**src/uart_defines.svh**
```systemverilog
`ifndef UART_DEFINES_SVH
`define UART_DEFINES_SVH
// i/o locations
`define LOC_DATA 3'h0
`define LOC_STATUS_A 3'h1
`define LOC_CONTROL_B 3'h2
`define LOC_BAUD_LOW 3'h3
`define LOC_SHARED 3'h4
// reset values and control b write mask
`define STATUS_A_RESET 8'h20
`define CTRL_B_RESET 8'h00
`define CTRL_C_RESET 8'h86
`define BAUD_RESET 12'h000
`define CTRL_B_WMASK 8'hfd
// status a bits
`define B_RXC 7
`define B_TXC 6
`define B_U2X 1
`define B_MULTIPROC_FILTER 0
// control b bits
`define B_RX_COMPLETE_IRQ_EN 7
`define B_TX_COMPLETE_IRQ_EN 6
`define B_BUFFER_EMPTY_IRQ_EN 5
`define B_RECEIVER_ON 4
`define B_TRANSMITTER_ON 3
`define B_CSZ_TOP 2
`define B_TX9 0
// control c bits
`define C_SEL 7
`define C_SYNC 6
`define C_PM_HI 5
`define C_PM_LO 4
`define C_STOP2 3
`define C_CSZ 2:1
`define C_LOW7 6:0
// baud fields
`define BAUD_HI 11:8
`define BAUD_LO 7:0
`define LOW_NIB 3:0
// timing and sizes
`define OVS_NORMAL 5'h10
`define OVS_DOUBLE 5'h08
`define NINE_BITS 4'h9
`define RX_DEPTH 2'h2
`endif

```
**src/uart_pkg.sv**
```systemverilog
package uart_pkg;
`include "uart_defines.svh"

  typedef struct packed {
    logic rd;
    logic wr;
    logic [2:0] addr;
    logic [7:0] wdata;
  } io_req_t;

  typedef struct packed {
    logic fe;
    logic pe;
    logic [8:0] data;
  } rx_entry_t;

  typedef struct packed {
    logic rx_done;
    logic tx_done;
    logic tx_empty;
  } irq_t;

  typedef enum logic [1:0] {RX_IDLE, RX_START, RX_BITS} rx_state_t;

  function automatic logic [3:0] char_bits(input logic [2:0] code);
    case (code)
      3'h0: char_bits = 4'h5;
      3'h1: char_bits = 4'h6;
      3'h2: char_bits = 4'h7;
      3'h7: char_bits = 4'h9;
      default: char_bits = 4'h8;
    endcase
  endfunction : char_bits

  function automatic logic [8:0] data_mask(input logic [3:0] n);
    data_mask = 9'h1ff >> (4'h9 - n);
  endfunction : data_mask
endpackage : uart_pkg

```
**src/baud_tick.sv**
```systemverilog
`timescale 1ns/1ps
module baud_tick (
  // clock and reset
  input wire logic clk,
  input wire logic rst_b,
  // divisor
  input wire logic [11:0] divisor,
  input wire logic reload,
  // oversample enable
  output logic tick
);
  import uart_pkg::*;

  logic [11:0] cnt_r;

  assign tick = cnt_r == 12'h000 && !reload;

  always_ff @(posedge clk or negedge rst_b) begin
    if (!rst_b) begin
      cnt_r <= 12'h000;
    end else if (reload || cnt_r == 12'h000) begin
      cnt_r <= divisor;
    end else begin
      cnt_r <= cnt_r - 12'h001;
    end
  end
endmodule : baud_tick

```
**src/rx_fifo.sv**
```systemverilog
`timescale 1ns/1ps
`include "uart_defines.svh"
module rx_fifo (
  // clock and reset
  input wire logic clk,
  input wire logic rst_b,
  // fill side
  input wire logic flush,
  input wire logic push,
  input wire uart_pkg::rx_entry_t push_data,
  // drain side
  input wire logic pop,
  output uart_pkg::rx_entry_t head,
  output logic empty,
  output logic full
);
  import uart_pkg::*;

  logic [1:0] count_r;
  rx_entry_t head_r;
  rx_entry_t tail_r;
  logic do_pop;
  logic do_push;

  assign empty = count_r == 2'h0;
  assign full = count_r == `RX_DEPTH;
  assign do_pop = pop && !empty;
  assign do_push = push && (!full || do_pop);
  assign head = head_r;

  always_ff @(posedge clk or negedge rst_b) begin
    if (!rst_b) begin
      count_r <= 2'h0;
    end else if (flush) begin
      count_r <= 2'h0;
    end else begin
      count_r <= count_r + {1'b0, do_push} - {1'b0, do_pop};
    end
  end

  // front entry sits in a register so the bus reads a flop
  always_ff @(posedge clk or negedge rst_b) begin
    if (!rst_b) begin
      head_r <= '0;
      tail_r <= '0;
    end else begin
      if (do_push && (empty || (count_r == 2'h1 && do_pop))) head_r <= push_data;
      else if (do_pop) head_r <= tail_r;
      if (do_push && ((count_r == 2'h1 && !do_pop) || full)) tail_r <= push_data;
    end
  end
endmodule : rx_fifo

```
**src/uart_regs.sv**
```systemverilog
`timescale 1ns/1ps
`include "uart_defines.svh"
// What this block does
// RULE_01 - back-to-back shared read returns control C
// RULE_02 - data writes fill tx buffer, reads rx
// RULE_03 - short characters: upper bits ignored, read zero
// RULE_04 - data write while buffer full is dropped
// RULE_05 - buffered data loads when shifter empty
// RULE_06 - two-entry rx fifo advances per access
// RULE_07 - rx complete shows unread data; disable flushes
// RULE_08 - tx complete sets at end, write-one clears
// RULE_09 - buffer empty flag, set after reset
// RULE_10 - frame error follows head entry stop bit
// RULE_11 - overrun on start while fifo, shifter full
// RULE_12 - parity error only when checking was enabled
// RULE_13 - software writes zero to error bits
// RULE_14 - double speed halves oversampling, async only
// RULE_15 - multiprocessor filter drops non-address frames
// RULE_16 - interrupt needs enable, global enable, flag
// RULE_17 - receiver owns rx pin; disable flushes
// RULE_18 - tx disable waits until all data sent
// RULE_19 - three size bits select data bits
// RULE_20 - software reads ninth bit before data
// RULE_21 - software writes ninth bit before data
// RULE_22 - software keeps control C read atomic
// RULE_23 - shared write top bit picks target
// RULE_24 - size codes five to nine bits
// RULE_25 - parity codes disabled, even, odd
module uart_regs (
  // clock and reset
  input wire logic clk,
  input wire logic rst_b,
  // cpu i/o bus
  input wire uart_pkg::io_req_t io_req,
  output logic [7:0] io_rdata,
  // interrupt control
  input wire logic global_irq_en,
  input wire logic txc_irq_ack,
  output uart_pkg::irq_t irq,
  // serial pins
  input wire logic rxd,
  output logic txd,
  output logic txd_oe,
  output logic rxd_owned
);
  import uart_pkg::*;

  logic [7:0] ctrl_b_r, ctrl_c_r, rdata_r;
  logic [11:0] baud_r;
  logic txc_r, u2x_r, multiproc_filter_r, dor_r, prev_shared_r, reload_r;

  // bus decode
  logic rd_data, rd_stat, rd_ctl_b, rd_shared, rd_low;
  logic wr_data, wr_stat, wr_ctl_b, wr_shared, wr_low;
  assign rd_data = io_req.rd && io_req.addr == `LOC_DATA;
  assign rd_stat = io_req.rd && io_req.addr == `LOC_STATUS_A;
  assign rd_ctl_b = io_req.rd && io_req.addr == `LOC_CONTROL_B;
  assign rd_shared = io_req.rd && io_req.addr == `LOC_SHARED;
  assign rd_low = io_req.rd && io_req.addr == `LOC_BAUD_LOW;
  assign wr_data = io_req.wr && io_req.addr == `LOC_DATA;
  assign wr_stat = io_req.wr && io_req.addr == `LOC_STATUS_A;
  assign wr_ctl_b = io_req.wr && io_req.addr == `LOC_CONTROL_B;
  assign wr_shared = io_req.wr && io_req.addr == `LOC_SHARED;
  assign wr_low = io_req.wr && io_req.addr == `LOC_BAUD_LOW;

  // frame format
  logic [3:0] nbits;
  logic [8:0] mask;
  logic [4:0] ovs;
  logic par_en, par_odd, stop2, tick, receiver_on, transmitter_on;
  assign nbits = char_bits({ctrl_b_r[`B_CSZ_TOP], ctrl_c_r[`C_CSZ]}); // RULE_19 RULE_24
  assign mask = data_mask(nbits);
  assign par_en = ctrl_c_r[`C_PM_HI]; // RULE_25
  assign par_odd = ctrl_c_r[`C_PM_LO];
  assign stop2 = ctrl_c_r[`C_STOP2];
  // sync mode ignores double speed
  assign ovs = (u2x_r && !ctrl_c_r[`C_SYNC]) ? `OVS_DOUBLE : `OVS_NORMAL; // RULE_14
  assign receiver_on = ctrl_b_r[`B_RECEIVER_ON];
  assign transmitter_on = ctrl_b_r[`B_TRANSMITTER_ON];

  // prescaler restarts the cycle after the low byte lands
  baud_tick u_baud (
    .clk(clk),
    .rst_b(rst_b),
    .divisor(baud_r),
    .reload(reload_r),
    .tick(tick)
  );

  always_ff @(posedge clk or negedge rst_b) begin
    if (!rst_b) begin
      ctrl_b_r <= `CTRL_B_RESET;
      ctrl_c_r <= `CTRL_C_RESET;
      baud_r <= `BAUD_RESET;
      u2x_r <= 1'b0;
      multiproc_filter_r <= 1'b0;
      reload_r <= 1'b0;
      prev_shared_r <= 1'b0;
    end else begin
      if (wr_ctl_b) ctrl_b_r <= io_req.wdata & `CTRL_B_WMASK;
      if (wr_shared && io_req.wdata[`C_SEL]) ctrl_c_r <= io_req.wdata; // RULE_23
      if (wr_shared && !io_req.wdata[`C_SEL]) baud_r[`BAUD_HI] <= io_req.wdata[`LOW_NIB]; // RULE_23
      if (wr_low) baud_r[`BAUD_LO] <= io_req.wdata;
      if (wr_stat) u2x_r <= io_req.wdata[`B_U2X];
      if (wr_stat) multiproc_filter_r <= io_req.wdata[`B_MULTIPROC_FILTER];
      reload_r <= wr_low;
      prev_shared_r <= rd_shared; // RULE_01
    end
  end

  // transmitter
  logic [8:0] tx_buf_r;
  logic [12:0] tx_sh_r;
  logic [3:0] tx_left_r, tx_len;
  logic [4:0] tx_ovs_r;
  logic tx_full_r, tx_owned_r, txd_r, tx_busy, tx_bit_end, tx_load, tx_last, tx_accept;
  assign tx_busy = tx_left_r != 4'h0;
  assign tx_bit_end = tick && tx_ovs_r == ovs - 5'h01;
  assign tx_load = tx_owned_r && tx_full_r && !tx_busy; // RULE_05
  assign tx_last = tx_busy && tx_bit_end && tx_left_r == 4'h1;
  assign tx_accept = wr_data && !tx_full_r; // RULE_04
  assign tx_len = 4'h2 + nbits + {3'h0, par_en} + {3'h0, stop2};

  // start bit at bit 0, idle ones fill the top
  function automatic logic [12:0] build_frame(input logic [8:0] d, input logic [3:0] n);
    logic [12:0] f;
    f = 13'h1ffe;
    for (int i = 0; i < 9; i++) begin
      if (i < n) f[i + 1] = d[i];
    end
    if (par_en) f[n + 1] = par_odd ^ (^d);
    build_frame = f;
  endfunction : build_frame

  always_ff @(posedge clk or negedge rst_b) begin
    if (!rst_b) begin
      tx_buf_r <= 9'h000;
      tx_full_r <= 1'b0;
    end else begin
      if (tx_accept) tx_buf_r <= {ctrl_b_r[`B_TX9], io_req.wdata} & mask; // RULE_02 RULE_03
      if (tx_accept) tx_full_r <= 1'b1;
      else if (tx_load) tx_full_r <= 1'b0;
    end
  end

  always_ff @(posedge clk or negedge rst_b) begin
    if (!rst_b) begin
      tx_sh_r <= 13'h1fff;
      tx_left_r <= 4'h0;
      tx_ovs_r <= 5'h00;
    end else if (tx_load) begin
      tx_sh_r <= build_frame(tx_buf_r, nbits); // RULE_05
      tx_left_r <= tx_len;
      tx_ovs_r <= 5'h00;
    end else if (tx_bit_end && tx_busy) begin
      tx_sh_r <= {1'b1, tx_sh_r[12:1]};
      tx_left_r <= tx_left_r - 4'h1;
      tx_ovs_r <= 5'h00;
    end else if (tick && tx_busy) begin
      tx_ovs_r <= tx_ovs_r + 5'h01;
    end
  end

  // pin stays owned until shifter and buffer drain
  always_ff @(posedge clk or negedge rst_b) begin
    if (!rst_b) begin
      tx_owned_r <= 1'b0;
      txd_r <= 1'b1;
    end else begin
      tx_owned_r <= transmitter_on || (tx_owned_r && (tx_busy || tx_full_r)); // RULE_18
      txd_r <= tx_busy ? tx_sh_r[0] : 1'b1;
    end
  end

  // set wins over both clears
  always_ff @(posedge clk or negedge rst_b) begin
    if (!rst_b) begin
      txc_r <= 1'b0;
    end else if (tx_last && !tx_full_r) begin
      txc_r <= 1'b1; // RULE_08
    end else if ((wr_stat && io_req.wdata[`B_TXC]) || txc_irq_ack) begin
      txc_r <= 1'b0; // RULE_08
    end
  end

  // receive pin: three flops, change taken when last two agree
  logic rx_s1_r, rx_s2_r, rx_s3_r, rx_lvl_r;
  always_ff @(posedge clk or negedge rst_b) begin
    if (!rst_b) begin
      rx_s1_r <= 1'b1;
      rx_s2_r <= 1'b1;
      rx_s3_r <= 1'b1;
      rx_lvl_r <= 1'b1;
    end else begin
      rx_s1_r <= rxd;
      rx_s2_r <= rx_s1_r;
      rx_s3_r <= rx_s2_r;
      if (rx_s2_r == rx_s3_r) rx_lvl_r <= rx_s3_r;
    end
  end

  // receiver
  rx_state_t rx_state_r;
  logic [4:0] rx_ovs_r;
  logic [3:0] rx_cnt_r, rx_need;
  logic [10:0] rx_bits_r, rx_frame;
  rx_entry_t rx_wait_r, rx_new, head;
  logic rx_wait_v_r, rx_mid, rx_done, rx_stop, rx_addr, rx_keep, rx_start;
  logic fifo_empty, fifo_full, rx_push, overrun;
  assign rx_need = nbits + {3'h0, par_en} + 4'h1;
  assign rx_mid = tick && rx_ovs_r == ovs - 5'h01;
  assign rx_done = rx_state_r == RX_BITS && rx_mid && rx_cnt_r == rx_need - 4'h1;
  assign rx_start = rx_state_r == RX_IDLE && receiver_on && !rx_lvl_r;

  always_comb begin
    rx_frame = rx_bits_r;
    rx_frame[rx_cnt_r] = rx_lvl_r;
  end

  assign rx_stop = rx_frame[4'(nbits + {3'h0, par_en})];
  assign rx_new.data = rx_frame[8:0] & mask; // RULE_03
  assign rx_new.fe = !rx_stop; // RULE_10
  assign rx_new.pe = par_en && ((par_odd ^ (^rx_new.data)) != rx_frame[nbits]); // RULE_12
  assign rx_addr = nbits == `NINE_BITS ? rx_frame[8] : rx_stop;
  assign rx_keep = rx_done && !(multiproc_filter_r && !rx_addr) && !rx_wait_v_r; // RULE_15
  // a held character goes first so order is kept
  assign rx_push = (rx_wait_v_r || rx_keep) && !fifo_full;
  assign overrun = rx_start && fifo_full && rx_wait_v_r; // RULE_11

  always_ff @(posedge clk or negedge rst_b) begin
    if (!rst_b) begin
      rx_state_r <= RX_IDLE;
      rx_ovs_r <= 5'h00;
      rx_cnt_r <= 4'h0;
      rx_bits_r <= 11'h000;
    end else if (!receiver_on) begin
      rx_state_r <= RX_IDLE;
    end else begin
      case (rx_state_r)
        RX_IDLE: begin
          rx_ovs_r <= 5'h00;
          if (!rx_lvl_r) rx_state_r <= RX_START;
        end
        RX_START: begin
          if (tick && rx_ovs_r == (ovs >> 1) - 5'h01) begin
            rx_state_r <= rx_lvl_r ? RX_IDLE : RX_BITS;
            rx_ovs_r <= 5'h00;
            rx_cnt_r <= 4'h0;
            rx_bits_r <= 11'h000;
          end else if (tick) begin
            rx_ovs_r <= rx_ovs_r + 5'h01;
          end
        end
        RX_BITS: begin
          if (rx_mid) begin
            rx_bits_r <= rx_frame;
            rx_ovs_r <= 5'h00;
            rx_cnt_r <= rx_cnt_r + 4'h1;
            if (rx_done) rx_state_r <= RX_IDLE;
          end else if (tick) begin
            rx_ovs_r <= rx_ovs_r + 5'h01;
          end
        end
        default: rx_state_r <= RX_IDLE;
      endcase
    end
  end

  // character held in the shifter while the fifo is full
  always_ff @(posedge clk or negedge rst_b) begin
    if (!rst_b) begin
      rx_wait_r <= '0;
      rx_wait_v_r <= 1'b0;
    end else if (!receiver_on) begin
      rx_wait_v_r <= 1'b0;
    end else if (rx_keep && fifo_full) begin
      rx_wait_r <= rx_new;
      rx_wait_v_r <= 1'b1;
    end else if (rx_push) begin
      rx_wait_v_r <= 1'b0;
    end
  end

  rx_fifo u_fifo (
    .clk(clk),
    .rst_b(rst_b),
    .flush(!receiver_on), // RULE_07 RULE_17
    .push(rx_push),
    .push_data(rx_wait_v_r ? rx_wait_r : rx_new),
    .pop(rd_data), // RULE_06
    .head(head),
    .empty(fifo_empty),
    .full(fifo_full)
  );

  // overrun set wins over the clear by a data read
  always_ff @(posedge clk or negedge rst_b) begin
    if (!rst_b) begin
      dor_r <= 1'b0;
    end else if (!receiver_on) begin
      dor_r <= 1'b0; // RULE_17
    end else if (overrun) begin
      dor_r <= 1'b1; // RULE_11
    end else if (rd_data) begin
      dor_r <= 1'b0;
    end
  end

  // read side
  logic rx_complete_flag, tx_buffer_empty_flag;
  logic [7:0] stat_a, ctl_b_view, shared_view, rd_mux;
  assign rx_complete_flag = !fifo_empty; // RULE_07
  assign tx_buffer_empty_flag = !tx_full_r; // RULE_09
  assign stat_a = {rx_complete_flag, txc_r, tx_buffer_empty_flag, head.fe && rx_complete_flag, dor_r, head.pe && rx_complete_flag, u2x_r, multiproc_filter_r}; // RULE_10 RULE_12
  assign ctl_b_view = {ctrl_b_r[7:2], head.data[8], ctrl_b_r[`B_TX9]};
  assign shared_view = prev_shared_r ? {1'b1, ctrl_c_r[`C_LOW7]} : {4'h0, baud_r[`BAUD_HI]}; // RULE_01
  assign rd_mux = rd_data ? head.data[7:0] // RULE_02
                : rd_stat ? stat_a
                : rd_ctl_b ? ctl_b_view
                : rd_shared ? shared_view
                : rd_low ? baud_r[`BAUD_LO]
                : 8'h00;

  always_ff @(posedge clk or negedge rst_b) begin
    if (!rst_b) begin
      rdata_r <= 8'h00;
    end else if (io_req.rd) begin
      rdata_r <= rd_mux;
    end
  end

  assign io_rdata = rdata_r;
  assign irq = {ctrl_b_r[`B_RX_COMPLETE_IRQ_EN] && global_irq_en && rx_complete_flag, // RULE_16
                ctrl_b_r[`B_TX_COMPLETE_IRQ_EN] && global_irq_en && txc_r,
                ctrl_b_r[`B_BUFFER_EMPTY_IRQ_EN] && global_irq_en && tx_buffer_empty_flag};
  assign txd = tx_owned_r ? txd_r : 1'b1;
  assign txd_oe = tx_owned_r; // RULE_18
  assign rxd_owned = receiver_on; // RULE_17
endmodule : uart_regs
```
**config.mk**
```make
export PLATFORM = sky130hd
export DESIGN_NAME = uart_regs
export DESIGN_NICKNAME = d
export VERILOG_FILES = /design/src/uart_pkg.sv /design/src/baud_tick.sv /design/src/rx_fifo.sv /design/src/uart_regs.sv
export VERILOG_INCLUDE_DIRS = /design/src
export SDC_FILE = /design/constraint.sdc
export NUM_CORES = 1
export LEC_CHECK = 0
export BUFFER_PORTS_ARGS = -buffer_cell sky130_fd_sc_hd__buf_2
export CORE_ASPECT_RATIO = 0.6
export CORE_MARGIN = 2
export CORE_UTILIZATION = 27
export DETAILED_ROUTE_END_ITERATION = 6
export PLACE_DENSITY = 0.44
export SYNTH_ARGS = -nofsm -noshare
export SYNTH_HDL_FRONTEND = slang
export SYNTH_SLANG_ARGS = --single-unit
```
**constraint.sdc**
```tcl
create_clock -name clk -period 5.12 [get_ports clk]
set_input_delay 0 -clock clk [delete_from_list [all_inputs] [get_ports clk]]
set_output_delay 0 -clock clk [all_outputs]
set_load 0.02 [all_outputs]
```
==> impl_metrics.toml <==
[power]
leakage_uw = 0.00407
peakVddDrop_mv = 0.223
cellPowerDensity_mw_per_mm2 = 422
p_total_uw = 4080

[critical_path]
reg2reg_from = "ctrl_b_r[2]$_DFFE_PN0P_"
path_class = "reg2reg"
endpoint = "u_fifo.tail_r[10]$_DFFE_PN0P_"
path_buf_inv = 1
worstReg2RegEnd = "u_fifo.tail_r[10]$_DFFE_PN0P_"
cp-startpoint = "ctrl_b_r[2]$_DFFE_PN0P_"
cpPeakStageDelay_ns = 0.64
timing.critical_path.arrival_ns = 4.58
path_depth = 11
crit_family = "simple AND/OR/NAND/NOR gates"
worstPathMaxFanout = 22
cpMaxStageDelayCell = "dfrtp_1"
startpoint_type = "flip-flop"
reg2regPathDepth = 11
required_ns = 5.44
path_cells = "and3_1 > nor2_1 > inv_1 > ha_1 > mux2i_1 > or4_1 > and4_1 > or3_1 > o211ai_2 > a211o_1 > mux2_1"
critPathCaptureType = "flip-flop"
rrSetupSlack_ns = 0.86

[placed_design]
port_buffers = 31
place_area_mm2 = 0.00893
dp_hpwl_um = 18200
place_congestion = 0.800
placed_cells_incl_taps = 1267

[synth]
ys_seq_area_frac = 0.444
synthTopCellsByArea = "dfrtp_1 38%, dfstp_2 6.3%, nand2_1 4.7%, mux2_2 4.2%, mux2i_1 3.9%"
syn_area_mm2 = 0.00840
yosysUniqueCellTypes = 81
synth_top_area_frac = 0.381
ys_ff_latch = 148
yosys.area.top_type = "dfrtp_1"
yosys_most_used_dff = "dfrtp_1"
synthCells = 867
yosys_warnings = 0
synth-edff-count = 0
synth_nets = 910
syn_avg_cell_area_um2 = 9.69
async_flop_share = 1.00

[timing]
min_period_ns = 4.26
hold_viol = 0
relSlewSlack = 0.353
timing.final.crit_share = 0.831
fin_tns_setup_ns = 0
final_max_slew_viol_count = 0
rsz0062_at_grt = "false"
setup_viol_count_final = 0
fin_skew_ns = 0.0104
worst_pin_slew_ns = 0.965
fmax_ghz = 0.235

[detailed_routing]
detail_route.wirelength_um = 24800
firstDrtPassIters = 5
postRouteAntennaNets = 0
drt_iter0_drc = 510
vias = 6573
post_drt_wl_per_cell_um = 18.9
route.detailed.drc = 0
vias_per_cell = 5.01

[clock_tree]
path_clk_slew_ns = 0.06
cts.sinks = 148
root_buffer = "clkbuf_16"
numCtsBuffers = 17
clk_path_buf_depth = 2
insertion_delay_ns = 0.44
cts-htree-levels = 4
cts_setup_buffers = 0
cts_tree = "built"

[floorplan]
die_y_um = 141
core-area_mm2 = 0.0303
die_area_mm2 = 0.0326
start_util = 0.277
pin_count = 32
die_w_um = 232
rows = 49

[cells_and_area]
layout.nets = 934
n_fill_cell = 3180
area_growth_pct = 15.2
multiInputGateArea_mm2 = 0.00432
stdcell_count = 1312
n_antenna_cell = 0
layout-drive-gt1-share = 0.158
seq_area_mm2 = 0.00373
finalInstanceArea_mm2 = 0.00968

[global_routing]
grt_max_degree = 65
grt_pass1_vias = 6130
grt_overflow = 0
track_usage = 0.158
antenna_found_initial = 0
grt_pass1_wl_um = 38600

[hold_path]
hp-class = "in2reg"

[run]
cap_viol_max_count = 0

[outcome]
status = "completed"
[worst min path at each step]
stage                    start                             end  slack (ns)  cells past startpoint
global placement         rst_b         rx_ovs_r[0]$_DFFE_PN0P_        0.04                      1
detailed placement       rst_b         rx_ovs_r[1]$_DFFE_PN0P_        0.03                      1
floorplan                rst_b           baud_r[0]$_DFFE_PN0P_       -0.30                      0
finish              io_req[11]  multiproc_filter_r$_DFFE_PN0P_        0.06                      5
CTS                 io_req[11]  multiproc_filter_r$_DFFE_PN0P_        0.03                      4
global route        io_req[11]  multiproc_filter_r$_DFFE_PN0P_        0.08                      4
[sequential cells by signal (all words and copies together), names as in the netlist, 5 cells and up]
signal and count:
baud_r 12, ctrl_b_r 7, ctrl_c_r 7, io_rdata 8
rx_bits_r 11, rx_ovs_r 5, rx_wait_r 11, tx_buf_r 9
tx_ovs_r 5, tx_sh_r 13, u_baud.cnt_r 12, u_fifo.head 11
u_fifo.tail_r 11
[repair_timing]
| item | in CTS | in global routing |
|---|---|---|
| gates resized for setup | 0 | 0 |
| hold buffers | 13 | 0 |
| endpoints found under the hold margin | 106 | 0 |
[stage by stage]
stage / hold WS, ns / worst slack (ns) / util
floorplan: -0.296 / 1.46 / -
global placement: 0.0385 / 0.964 / 0.295
detailed placement: 0.0323 / 0.886 / 0.295
CTS: 0.0298 / 0.878 / 0.320
global route: 0.0817 / 0.533 / 0.320
finish: 0.0602 / 0.863 / 0.320
[layout make-up]
class / count / share of cell area
multi-input combinational: 637 / 0.447
sequential: 148 / 0.385
tap: 408 / 0.0527
clock buffer: 20 / 0.0461
timing repair buffer: 55 / 0.0386
clock inverter: 12 / 0.0182
inverter: 32 / 0.0124
[layout by cell type, fill, tap and decap left out, types with 8 or more instances in the layout]
master,instances
a211oi_1,16
a21oi_1,56
a22oi_1,9
buf_2,30
buf_4,11
clkbuf_16,17
dfrtp_1,128
dfstp_2,20
dlygate4sd3_1,13
ha_1,24
inv_1,32
mux2_1,8
mux2_2,31
mux2i_1,33
nand2_1,105
nand2b_1,10
nand3_1,15
nand3b_1,9
nand4_1,8
nor2_1,68
nor2b_1,19
nor3_1,23
o21ai_0,47
xnor2_1,30
xor2_1,16
[worst register-to-register path, delay by kind of cell, from the launching register on]
family                     cells  cell delay (ns)
adders and majority gates      1             0.56
muxes                          2             0.52
and+or+nand+nor                5             1.57
buffers and inverters          1             0.07
DFF                            1             0.64
AOI/OAI and AO/OA              2             0.79
[per-layer routing]
layer / vias up / track usage / wire (um)
met5: - / 0 / 0
met4: 0 / 0.0374 / 204
met3: 21 / 0.0356 / 1270
met2: 145 / 0.184 / 8900
met1: 3278 / 0.274 / 14400
li1: 3129 / - / -
[Yosys cell counts, drive strengths merged, types with 5 or more instances]
| master | n |
|---|---|
| dfrtp | 128 |
| nand2 | 105 |
| nor2 | 68 |
| a21oi | 57 |
| o21ai | 47 |
| mux2 | 39 |
| clkbuf | 34 |
| mux2i | 33 |
| inv | 32 |
| xnor2 | 30 |
| nor3 | 25 |
| ha | 24 |
| dfstp | 20 |
| nor2b | 19 |
| a211oi | 16 |
| buf | 16 |
| nand3 | 16 |
| xor2 | 16 |
| nand3b | 11 |
| nand2b | 10 |
| a22oi | 9 |
| nand4 | 8 |
| nor3b | 6 |
| a31oi | 5 |
| and2 | 5 |
| and3 | 5 |
| nor4b | 5 |
| o31ai | 5 |
[logic make-up (layout without fill, tap and decap cells)]
group,Yosys count,in the layout,synth area share
simple gates,306,306,0.186
compound gates,184,184,0.142
flops,148,148,0.444
buf+inv,82,119,0.0417
mux,73,73,0.0943
xor+xnor,48,48,0.0533
fa+ha+maj,26,26,0.0393
[power by group]
group | internal, uW | leakage [uW] | switching [uW]
combinational | 456 | 0.00194 | 613
clock | 830 | 0.000301 | 529
sequential | 1400 | 0.00183 | 256
Note: power is estimated with default switching activity, not from simulation.
